[config.mk]
export PLATFORM = sky130hd
export DESIGN_NAME = lcfm_top
export DESIGN_NICKNAME = d
export VERILOG_FILES = /design/src/inc/lcfm_pkg.sv /design/src/verilog/lcfm_top.sv
export VERILOG_INCLUDE_DIRS = /design/src /design/src/inc
export SDC_FILE = /design/constraint.sdc
export NUM_CORES = 1
export LEC_CHECK = 0
export ABC_AREA = 0
export BUFFER_PORTS_ARGS = -buffer_cell sky130_fd_sc_hd__buf_2
export CELL_PAD_IN_SITES_DETAIL_PLACEMENT = 1
export CELL_PAD_IN_SITES_GLOBAL_PLACEMENT = 1
export CORE_ASPECT_RATIO = 1.4
export CORE_MARGIN = 2
export CORE_UTILIZATION = 45
export DETAILED_ROUTE_END_ITERATION = 8
export GPL_TIMING_DRIVEN = 0
export MAX_ROUTING_LAYER = met4
export PLACE_DENSITY_LB_ADDON = 0.1
export SETUP_SLACK_MARGIN = 0.05
export SYNTH_ARGS = -nofsm -noshare
export SYNTH_HDL_FRONTEND = slang
export SYNTH_SLANG_ARGS = --single-unit
[constraint.sdc]
create_clock -name MCLK_I -period 4.9 [get_ports MCLK_I]
set_clock_uncertainty 0.15 [all_clocks]
set_input_delay 0.245 -clock MCLK_I [delete_from_list [all_inputs] [get_ports MCLK_I]]
set_output_delay 0.245 -clock MCLK_I [all_outputs]
set_load 0.02 [all_outputs]
[src/inc/lcfm_defs.svh]
// Constants for the LF carrier and fault monitor block
// Function
// Carrier uses last selected current, else default
// Duration unit is 32 or 22 LF periods
// Longest finite carrier is 31 units
// Zero duration starts an endless carrier
// Controller keeps endless carrier at low current
// Any stored fault disables all drivers
// Interrupt set on fault, held until poll
// Only fault clear or reset empties record
// Record bits: group, index, heat, four flags
// Record captures active driver group and index
// Heat bit from OR of sensors
// No return signal while driving sets flag
// Shunt overvoltage sets its flag
// High-side overcurrent sets its flag
// Low-side overcurrent sets its flag
// Controller changes channel before fault clear
// Nothing works until oscillator is stable
// LF carrier derived directly from system clock
// Controller keeps clock running outside power-down
// Nothing works until analog supply ready
// Low driver supply clears ready, refuses commands
// Fault clear empties record, sets ready if valid
// Speed select picks 32 or 22 periods
// Halt stops driver at LF period end
// LF period is system clock divided by 64
`ifndef LCFM_DEFS_SVH
`define LCFM_DEFS_SVH
// ==================================================
// Timing
`define LCFM_LF_DIV        7'd64
`define LCFM_UNIT_NORMAL   6'd32
`define LCFM_UNIT_FAST     6'd22
`define LCFM_DUR_MAX       5'd31
// ==================================================
// Reset values
`define LCFM_CURRENT_RST   5'h00
`define LCFM_GROUP_RST     1'b0
`define LCFM_INDEX_RST     2'h1
// ==================================================
// Fault record field positions
`define LCFM_FR_GROUP      7
`define LCFM_FR_IDX_HI     6
`define LCFM_FR_IDX_LO     5
`define LCFM_FR_HEAT       4
`define LCFM_FR_NORET      3
`define LCFM_FR_SHUNT_OV   2
`define LCFM_FR_HS_OC      1
`define LCFM_FR_LS_OC      0
`endif

[src/inc/lcfm_pkg.sv]
// Types for the LF carrier and fault monitor block
package lcfm_pkg;
    // Carrier sequencer states
    typedef enum logic [1:0] {
        ST_IDLE,
        ST_TIMED,
        ST_ENDLESS,
        ST_STOPPING
    } lcfm_state_t;
endpackage

[src/verilog/lcfm_top.sv]
// LF carrier control, fault record and readiness gating
`timescale 1ns/100ps
`default_nettype none
`include "lcfm_defs.svh"
module lcfm_top #(
    parameter int DIV = `LCFM_LF_DIV  // System clocks per LF period
) (
    // Clock and reset
    input  wire logic       MCLK_I,
    input  wire logic       RST_N_I,
    // Readiness pins, asynchronous
    input  wire logic       OSC_STABLE_I,
    input  wire logic       ANALOG_SUPPLY_OK_I,
    input  wire logic       DRIVER_SUPPLY_OK_I,
    // Commands from the serial front end, one-cycle pulses
    input  wire logic       SEL_DRIVER_I,
    input  wire logic       SPEED_SELECT_I,
    input  wire logic       GROUP_I,
    input  wire logic [1:0] INDEX_I,
    input  wire logic       SEL_CURRENT_I,
    input  wire logic [4:0] CURRENT_I,
    input  wire logic       CARRIER_I,
    input  wire logic [4:0] DURATION_I,
    input  wire logic       HALT_I,
    input  wire logic       FAULT_CLEAR_I,
    input  wire logic       STATUS_POLL_I,
    // Fault detectors, asynchronous
    input  wire logic       HEAT_I,
    input  wire logic       NO_RETURN_I,
    input  wire logic       SHUNT_OV_I,
    input  wire logic       HS_OC_I,
    input  wire logic       LS_OC_I,
    // Outputs
    output logic            CMD_READY_O,
    output logic            DRIVER_READY_O,
    output logic            DRIVE_EN_O,
    output logic            LF_PERIOD_O,
    output logic [4:0]      CURRENT_O,
    output logic            GROUP_O,
    output logic [1:0]      INDEX_O,
    output logic            SPEED_O,
    output logic [7:0]      FAULT_RECORD_O,
    output logic            FAULT_IRQ_O
);
    // ==================================================
    // State
    typedef struct packed {
        logic [2:0]         s1;        // First sync stage
        logic [2:0]         s2;        // Second sync stage
        logic [4:0]         f1;        // Fault first sync stage
        logic [4:0]         f2;        // Fault second sync stage
        lcfm_pkg::lcfm_state_t st;    // Sequencer state
        logic [6:0]         div;       // LF period divider
        logic [5:0]         per;       // Periods within unit
        logic [4:0]         units;     // Units remaining
        logic [4:0]         cur;       // Selected current step
        logic               grp;       // Driver group
        logic [1:0]         idx;       // Driver index
        logic               spd;       // Speed select
        logic [7:0]         rec;       // Fault record
        logic               irq;       // Interrupt request
        logic               rdy;       // Driver ready
    } lcfm_regs_t;

    lcfm_regs_t r;        // Registered state
    lcfm_regs_t next_r;   // Next state

    logic       osc_ok;   // Synchronised oscillator stable
    logic       ana_ok;   // Synchronised analog supply ready
    logic       drv_ok;   // Synchronised driver supply valid
    logic       alive;    // Block may operate
    logic       lf_tick;  // End of LF period
    logic [5:0] unit_len; // Periods per duration unit
    logic [3:0] flags;    // Fault flags detected
    logic       any_f;    // Any fault event this cycle
    logic       sel_ok;   // Setup commands may be taken

    assign osc_ok   = r.s2[0];
    assign ana_ok   = r.s2[1];
    assign drv_ok   = r.s2[2];
    assign alive    = osc_ok && ana_ok;
    assign lf_tick  = (r.div == 7'(DIV - 1));
    assign unit_len = r.spd ? `LCFM_UNIT_FAST : `LCFM_UNIT_NORMAL;
    // No-return only counts while a coil is actually driven
    assign flags    = {r.f2[1] && DRIVE_EN_O, r.f2[2], r.f2[3], r.f2[4]};
    assign any_f    = alive && (r.f2[0] || (|flags));
    // Setup needs only supplies and oscillator, not ready, so the channel can move off a held fault
    assign sel_ok   = alive && drv_ok;

    // ==================================================
    // Next-state logic
    always_comb begin
        next_r = r;
        // Two-stage synchronisers for the readiness and fault pin inputs
        next_r.s1 = {DRIVER_SUPPLY_OK_I, ANALOG_SUPPLY_OK_I, OSC_STABLE_I};
        next_r.s2 = r.s1;
        next_r.f1 = {LS_OC_I, HS_OC_I, SHUNT_OV_I, NO_RETURN_I, HEAT_I};
        next_r.f2 = r.f1;
        // Free-running LF period divider
        next_r.div = lf_tick ? 7'h00 : 7'(r.div + 7'h01);
        if (alive) begin
            // Ready flag follows driver supply; clear restores it
            if (!drv_ok) begin
                next_r.rdy = 1'b0;
            end else if (FAULT_CLEAR_I) begin
                next_r.rdy = 1'b1;
            end else if (r.rec == 8'h00) begin
                next_r.rdy = 1'b1;
            end
            // Setup commands refused while the driver supply is low
            if (sel_ok && SEL_DRIVER_I) begin
                next_r.grp = GROUP_I;
                next_r.idx = INDEX_I;
                next_r.spd = SPEED_SELECT_I;
            end
            if (sel_ok && SEL_CURRENT_I) begin
                next_r.cur = CURRENT_I;
            end
            // Carrier sequencer
            unique case (r.st)
                lcfm_pkg::ST_IDLE: begin
                    if (CMD_READY_O && CARRIER_I) begin
                        next_r.per   = 6'h00;
                        next_r.units = DURATION_I;
                        next_r.st    = (DURATION_I == 5'h00) ?
                                       lcfm_pkg::ST_ENDLESS :
                                       lcfm_pkg::ST_TIMED;
                    end
                end
                lcfm_pkg::ST_TIMED: begin
                    if (HALT_I) begin
                        next_r.st = lcfm_pkg::ST_STOPPING;
                    end else if (lf_tick) begin
                        // At or past the last period, so a speed change cannot overrun
                        if (r.per >= 6'(unit_len - 6'h01)) begin
                            next_r.per   = 6'h00;
                            next_r.units = 5'(r.units - 5'h01);
                            if (r.units == 5'h01) begin
                                next_r.st = lcfm_pkg::ST_IDLE;
                            end
                        end else begin
                            next_r.per = 6'(r.per + 6'h01);
                        end
                    end
                end
                lcfm_pkg::ST_ENDLESS: begin
                    if (HALT_I) begin
                        next_r.st = lcfm_pkg::ST_STOPPING;
                    end
                end
                lcfm_pkg::ST_STOPPING: begin
                    if (lf_tick) begin
                        next_r.st = lcfm_pkg::ST_IDLE;
                    end
                end
            endcase
            // Any stored fault kills the running carrier
            if (any_f || r.rec != 8'h00) begin
                next_r.st = lcfm_pkg::ST_IDLE;
            end
            // Fault record; a new fault wins over a clear
            if (FAULT_CLEAR_I) begin
                next_r.rec = 8'h00;
            end
            if (any_f) begin
                next_r.rec[`LCFM_FR_HEAT] = r.f2[0] |
                    (r.rec[`LCFM_FR_HEAT] && !FAULT_CLEAR_I);
                next_r.rec[3:0] = (FAULT_CLEAR_I ? 4'h0 : r.rec[3:0]) | flags;
                next_r.rec[`LCFM_FR_GROUP] = r.grp;
                next_r.rec[`LCFM_FR_IDX_HI:`LCFM_FR_IDX_LO] = r.idx;
                next_r.rdy = 1'b0;
            end
            // Interrupt held until the status is polled
            if (STATUS_POLL_I) begin
                next_r.irq = 1'b0;
            end
            if (any_f) begin
                next_r.irq = 1'b1;
            end
        end else begin
            // Operation inhibited: carrier dropped, ready cleared
            next_r.st  = lcfm_pkg::ST_IDLE;
            next_r.rdy = 1'b0;
        end
    end

    // ==================================================
    // State register
    always_ff @(posedge MCLK_I or negedge RST_N_I) begin
        if (!RST_N_I) begin
            r       <= '0;
            r.st    <= lcfm_pkg::ST_IDLE;
            r.cur   <= `LCFM_CURRENT_RST;
            r.grp   <= `LCFM_GROUP_RST;
            r.idx   <= `LCFM_INDEX_RST;
        end else begin
            r <= next_r;
        end
    end

    // ==================================================
    // Outputs
    assign CMD_READY_O    = alive && r.rdy && drv_ok;
    assign DRIVER_READY_O = r.rdy;
    assign DRIVE_EN_O     = (r.st != lcfm_pkg::ST_IDLE) && (r.rec == 8'h00);
    assign LF_PERIOD_O    = lf_tick;
    assign CURRENT_O      = r.cur;
    assign GROUP_O        = r.grp;
    assign INDEX_O        = r.idx;
    assign SPEED_O        = r.spd;
    assign FAULT_RECORD_O = r.rec;
    assign FAULT_IRQ_O    = r.irq;

    // ==================================================
    // Assertions
    // Fault record and interrupt
    a_fault_blocks_drive: assert property (@(posedge MCLK_I) disable iff (!RST_N_I)
        (r.rec != 8'h00) |-> !DRIVE_EN_O)
        else $error("drive on with fault");
    a_irq_on_fault: assert property (@(posedge MCLK_I) disable iff (!RST_N_I)
        any_f |=> FAULT_IRQ_O)
        else $error("irq missing after fault");
    a_irq_holds: assert property (@(posedge MCLK_I) disable iff (!RST_N_I)
        FAULT_IRQ_O && !STATUS_POLL_I |=> FAULT_IRQ_O)
        else $error("irq dropped");
    a_poll_clears: assert property (@(posedge MCLK_I) disable iff (!RST_N_I)
        STATUS_POLL_I && alive && !any_f |=> !FAULT_IRQ_O)
        else $error("irq kept after poll");
    a_record_sticky: assert property (@(posedge MCLK_I) disable iff (!RST_N_I)
        (r.rec != 8'h00) && !FAULT_CLEAR_I |=> (r.rec != 8'h00))
        else $error("record lost");
    a_clear_empties: assert property (@(posedge MCLK_I) disable iff (!RST_N_I)
        FAULT_CLEAR_I && alive && !any_f |=> FAULT_RECORD_O == 8'h00)
        else $error("record not cleared");
    a_clear_ready: assert property (@(posedge MCLK_I) disable iff (!RST_N_I)
        FAULT_CLEAR_I && alive && drv_ok && !any_f |=> DRIVER_READY_O)
        else $error("ready not restored");
    a_record_driver: assert property (@(posedge MCLK_I) disable iff (!RST_N_I)
        any_f |=> FAULT_RECORD_O[7:5] == $past({r.grp, r.idx}))
        else $error("wrong driver captured");
    a_heat_flag: assert property (@(posedge MCLK_I) disable iff (!RST_N_I)
        any_f && r.f2[0] |=> FAULT_RECORD_O[`LCFM_FR_HEAT])
        else $error("heat bit missing");
    a_noret_flag: assert property (@(posedge MCLK_I) disable iff (!RST_N_I)
        any_f && r.f2[1] && DRIVE_EN_O |=> FAULT_RECORD_O[`LCFM_FR_NORET])
        else $error("no return flag missing");
    a_shunt_flag: assert property (@(posedge MCLK_I) disable iff (!RST_N_I)
        any_f && r.f2[2] |=> FAULT_RECORD_O[`LCFM_FR_SHUNT_OV])
        else $error("shunt flag missing");
    a_high_side_flag: assert property (@(posedge MCLK_I) disable iff (!RST_N_I)
        any_f && r.f2[3] |=> FAULT_RECORD_O[`LCFM_FR_HS_OC])
        else $error("high side flag missing");
    a_low_side_flag: assert property (@(posedge MCLK_I) disable iff (!RST_N_I)
        any_f && r.f2[4] |=> FAULT_RECORD_O[`LCFM_FR_LS_OC])
        else $error("low side flag missing");

    // Setup commands and readiness
    a_current_latch: assert property (@(posedge MCLK_I) disable iff (!RST_N_I)
        sel_ok && SEL_CURRENT_I |=> CURRENT_O == $past(CURRENT_I))
        else $error("current not taken");
    a_current_refused: assert property (@(posedge MCLK_I) disable iff (!RST_N_I)
        !sel_ok |=> CURRENT_O == $past(CURRENT_O))
        else $error("current changed while refused");
    a_driver_latch: assert property (@(posedge MCLK_I) disable iff (!RST_N_I)
        sel_ok && SEL_DRIVER_I |=> {GROUP_O, INDEX_O} == $past({GROUP_I, INDEX_I}))
        else $error("driver not taken");
    a_speed_latch: assert property (@(posedge MCLK_I) disable iff (!RST_N_I)
        sel_ok && SEL_DRIVER_I |=> SPEED_O == $past(SPEED_SELECT_I))
        else $error("speed not taken");
    a_low_supply: assert property (@(posedge MCLK_I) disable iff (!RST_N_I)
        alive && !drv_ok |=> !DRIVER_READY_O)
        else $error("ready with low supply");
    a_inhibit_idle: assert property (@(posedge MCLK_I) disable iff (!RST_N_I)
        !alive |=> r.st == lcfm_pkg::ST_IDLE)
        else $error("ran while inhibited");

    // Carrier sequencer
    a_endless_start: assert property (@(posedge MCLK_I) disable iff (!RST_N_I)
        r.st == lcfm_pkg::ST_IDLE && CMD_READY_O && CARRIER_I && DURATION_I == 5'h00 && !any_f
        |=> r.st == lcfm_pkg::ST_ENDLESS)
        else $error("endless not started");
    a_endless_holds: assert property (@(posedge MCLK_I) disable iff (!RST_N_I)
        r.st == lcfm_pkg::ST_ENDLESS && !HALT_I && alive && !any_f && r.rec == 8'h00
        |=> r.st == lcfm_pkg::ST_ENDLESS)
        else $error("endless carrier ended");
    a_timed_start: assert property (@(posedge MCLK_I) disable iff (!RST_N_I)
        r.st == lcfm_pkg::ST_IDLE && CMD_READY_O && CARRIER_I && DURATION_I != 5'h00 && !any_f
        |=> r.st == lcfm_pkg::ST_TIMED && r.units == $past(DURATION_I))
        else $error("timed carrier not started");
    a_one_unit: assert property (@(posedge MCLK_I) disable iff (!RST_N_I)
        r.st == lcfm_pkg::ST_TIMED && r.units == 5'h01 && r.per == 6'(unit_len - 6'h01)
        && lf_tick && !HALT_I && !any_f && r.rec == 8'h00 && alive
        |=> r.st == lcfm_pkg::ST_IDLE)
        else $error("burst overran");
    a_halt_enters: assert property (@(posedge MCLK_I) disable iff (!RST_N_I)
        (r.st == lcfm_pkg::ST_TIMED || r.st == lcfm_pkg::ST_ENDLESS) && HALT_I && alive
        && !any_f && r.rec == 8'h00 |=> r.st == lcfm_pkg::ST_STOPPING)
        else $error("halt not taken");
    a_halt_at_period: assert property (@(posedge MCLK_I) disable iff (!RST_N_I)
        r.st == lcfm_pkg::ST_STOPPING && !lf_tick |=> DRIVE_EN_O || r.rec != 8'h00 || !alive)
        else $error("stop before period end");
    a_halt_stops: assert property (@(posedge MCLK_I) disable iff (!RST_N_I)
        r.st == lcfm_pkg::ST_STOPPING && lf_tick |=> !DRIVE_EN_O)
        else $error("drive kept after halt");

    // LF period divider
    a_period_wrap: assert property (@(posedge MCLK_I) disable iff (!RST_N_I)
        lf_tick |=> r.div == 7'h00)
        else $error("divider did not wrap");
    a_period_count: assert property (@(posedge MCLK_I) disable iff (!RST_N_I)
        !lf_tick |=> r.div == 7'($past(r.div) + 7'h01))
        else $error("divider skipped");
    a_lf_single: assert property (@(posedge MCLK_I) disable iff (!RST_N_I)
        LF_PERIOD_O |=> !LF_PERIOD_O)
        else $error("period pulse too long");
endmodule
`default_nettype wire

==> impl_metrics.py <==
metrics = {
    "routing": {
        "routed_wl_um": 5640,
        "wl_per_cell_um": 15.6,
        "drtAntennaViolNets": 0,
        "vias": 1945,
        "drc_errors": 0,
        "dr.pass1.iters": 4,
        "drtIter0Drc": 106,
        "vias_per_cell": 5.37,
    },
    "worst_setup_path": {
        "cp_max_fo": 3,
        "crit_path_end_kind": "flop",
        "rrSetupSlack_ns": 2.48,
        "reg2reg_to": "r[38]",
        "arrival_ns": 2.47,
        "ff2ff_path_depth": 7,
        "setup.worst_path.start_class": "flop",
        "timing.rr.start": "r[20]",
        "critical_path_class": "flop to flop",
        "crit_required_ns": 4.95,
    },
    "synthesis": {
        "ys_types": 50,
        "synth-edff-count": 0,
        "ys_top_cells_by_area": "dfrtp_1 (54%), buf_4 (4.8%), ha_1 (3.0%)",
        "avgSynthCellArea_um2": 11.2,
        "seq_area_frac_synth": 0.555,
        "yosys.area_share.simple": 0.146,
        "syn_nets": 258,
        "yosys.area.top_type": "dfrtp_1",
        "netlist_instances": 222,
        "synthAdderAreaFrac": 0.0302,
        "syn-cell-area_mm2": 0.00248,
        "synth_ff_type": "dfrtp_1",
        "ys_warn_count": 0,
        "synth_mux_area_frac": 0.0408,
        "async_flop_share": 1.00,
        "synth-seq-cells": 55,
        "synth_top_family_by_area": "compound AO/OA/AOI/OAI gates",
        "synth_xor_area_frac": 0.0106,
        "yosys.area.top_type_share": 0.544,
        "synth-compound-area-share": 0.148,
    },
    "place": {
        "dp_cells": 341,
        "gp_congestion": 0.734,
        "port_buffers": 51,
        "dp_hpwl_um": 4260,
        "placed_cell_area_mm2": 0.00282,
    },
    "clock_network": {
        "clock_tree.buffer_depth": 2,
        "cts.sinks": 55,
        "cts_root_buffer": "clkbuf_8",
        "path_clk_slew_ns": 0.11,
        "cts_buffers": 5,
        "tritoncts": "built",
        "htreeDepth": 2,
        "post_cts_resized": 0,
        "post-cts-setup-buffer-count": 0,
        "worstSkewPairLatency_ns": 0.31,
        "cts_hold_buf": 11,
    },
    "pwr": {
        "p_sw_frac": 0.282,
        "combPwrFrac": 0.176,
        "pwr-share-clk": 0.280,
        "p_int_uw": 680,
        "p_seq_frac": 0.544,
        "switchingPower_uw": 268,
        "pwr_density_cell_mw_per_mm2": 311,
        "vdd_drop_max_v": 0.000131,
        "leakage_uw": 0.00141,
        "power_uw": 948,
    },
    "layout": {
        "final_cell_area_mm2": 0.00305,
        "diodes": 0,
        "layout_commonest_cell": "dfrtp_1",
        "final_layout_size_suffix_gt1_frac": 0.310,
        "n_fill_cell": 620,
        "layout_common_cells": "dfrtp_1 (54), buf_2 (51), nor2_1 (16), buf_4 (16)",
        "seqCellArea_mm2": 0.00138,
        "multi_input_area_um2": 932,
        "final_cells": 362,
        "area_delta_synth_final_pct": 22.9,
        "fin_nets": 329,
    },
    "grt": {
        "grt.overflow.total": 0,
        "antenna_found_initial": 0,
        "grt_max_degree": 56,
        "met3_usage": 0.0307,
        "grt_pass1_vias": 2006,
        "grt_pass1_wl_um": 9640,
        "grt_util_all_layers": 0.209,
        "grtUsageMet1": 0.261,
        "grtUsageMet2": 0.360,
        "grt.busiest_layer": "met2",
    },
    "timing": {
        "rsz0062_at_grt": "false",
        "fin_crit_sh": 0.494,
        "final.setup.tns_ns": 0,
        "worst_slew_pin_slew_ns": 1.20,
        "final-setup-viol-count": 0,
        "min_period_ns": 2.42,
        "hold_ws_ns": 0.00533,
        "relSlewSlack": 0.201,
        "final-max-slew-violation-count": 0,
        "max_clock_freq_ghz": 0.413,
        "hold_viol": 0,
    },
    "floorplanning": {
        "rows": 32,
        "die_w_um": 66.8,
        "io_pins": 52,
        "initial_core_util": 0.459,
        "die_area_mm2": 0.00613,
        "core_area_mm2": 0.00541,
        "die_y_um": 91.9,
    },
    "run_status": {
        "outcome": "completed",
    },
    "run": {
        "drv_cap": 0,
    },
    "min_path": {
        "hp-class": "primary input to asynchronous set/reset pin",
    },
}
-- critical path, stage by stage, from the launching register on --
cell and delay (ns):
dfrtp_1 0.42, inv_1 0.09, ha_1 0.14, or4b_4 0.45, a2111oi_2 0.42, o21ai_2 0.11, and2_4 0.16, a2111oi_1 0.35
-- logic make-up after synthesis --
group / after synthesis
fa+ha+maj: 6
xor+xnor: 3
mux: 9
flops: 55
simple gates: 69
buf+inv: 27
compound gates: 53
-- how the worst max path moves through the flow --
stage	startpoint	to	slack (ns)	cells past startpoint
6_report	r[20]	r[38]	2.48	7
5_1_grt	r[20]	r[38]	2.27	7
4_1_cts	r[20]	r[38]	2.45	7
3_5_place_dp	r[20]	r[38]	2.49	7
3_3_place_gp	r[20]	r[38]	2.50	7
2_1_floorplan	r[20]	r[38]	2.66	7
-- Yosys cell counts, drive strengths merged, types with 3 or more instances --
cell	n
o211ai	4
o21ai	19
inv	6
nor2b	4
ha	6
buf	17
nand2	16
nor4	7
a21oi	6
mux2	9
nor2	16
clkbuf	4
a22o	7
nand3	8
nor3	4
dfrtp	54
and2	3
o31ai	4
-- power by group through the flow --
stage / Sequential, uW / Combinational [uW] / Clock, uW
after detailed placement: 525 / 162 / 0
after floorplan: 522 / 99.5 / 0
after CTS: 516 / 169 / 276
final: 515 / 167 / 266
after global routing: 521 / 183 / 296
after global placement: 523 / 157 / 0
-- per-stage QoR --
| stage | util | setup slack, ns |
|---|---|---|
| CTS | 0.561 | 2.45 |
| global route | 0.564 | 2.27 |
| detailed placement | 0.522 | 2.49 |
| global placement | 0.522 | 2.50 |
| floorplan | - | 2.66 |
| finish | 0.564 | 2.48 |
-- final cells by class --
cell class	count	share of cell area
plain buffers	21	0.0492
clock buffers	5	0.0226
clock inverters	3	0.00943
inverters	6	0.00738
multi-input cells	140	0.306
flip-flops and latches	55	0.452
well taps	68	0.0279
repair buffers	64	0.126
-- registers in the layout (all words and copies together), names as in the netlist, 2 cells and up --
signal          count
r                  22
next_r              8
FAULT_RECORD_O      8
flags               3
CURRENT_O           5
INDEX_O             2
-- per-layer routing --
layer | share of wire | vias to the layer above
li1 | - | 931
met2 | 0.56 | 35
met5 | 0 | -
met4 | 0.0090 | 0
met3 | 0.032 | 7
met1 | 0.40 | 972
Note: power is estimated with default switching activity, not from simulation.
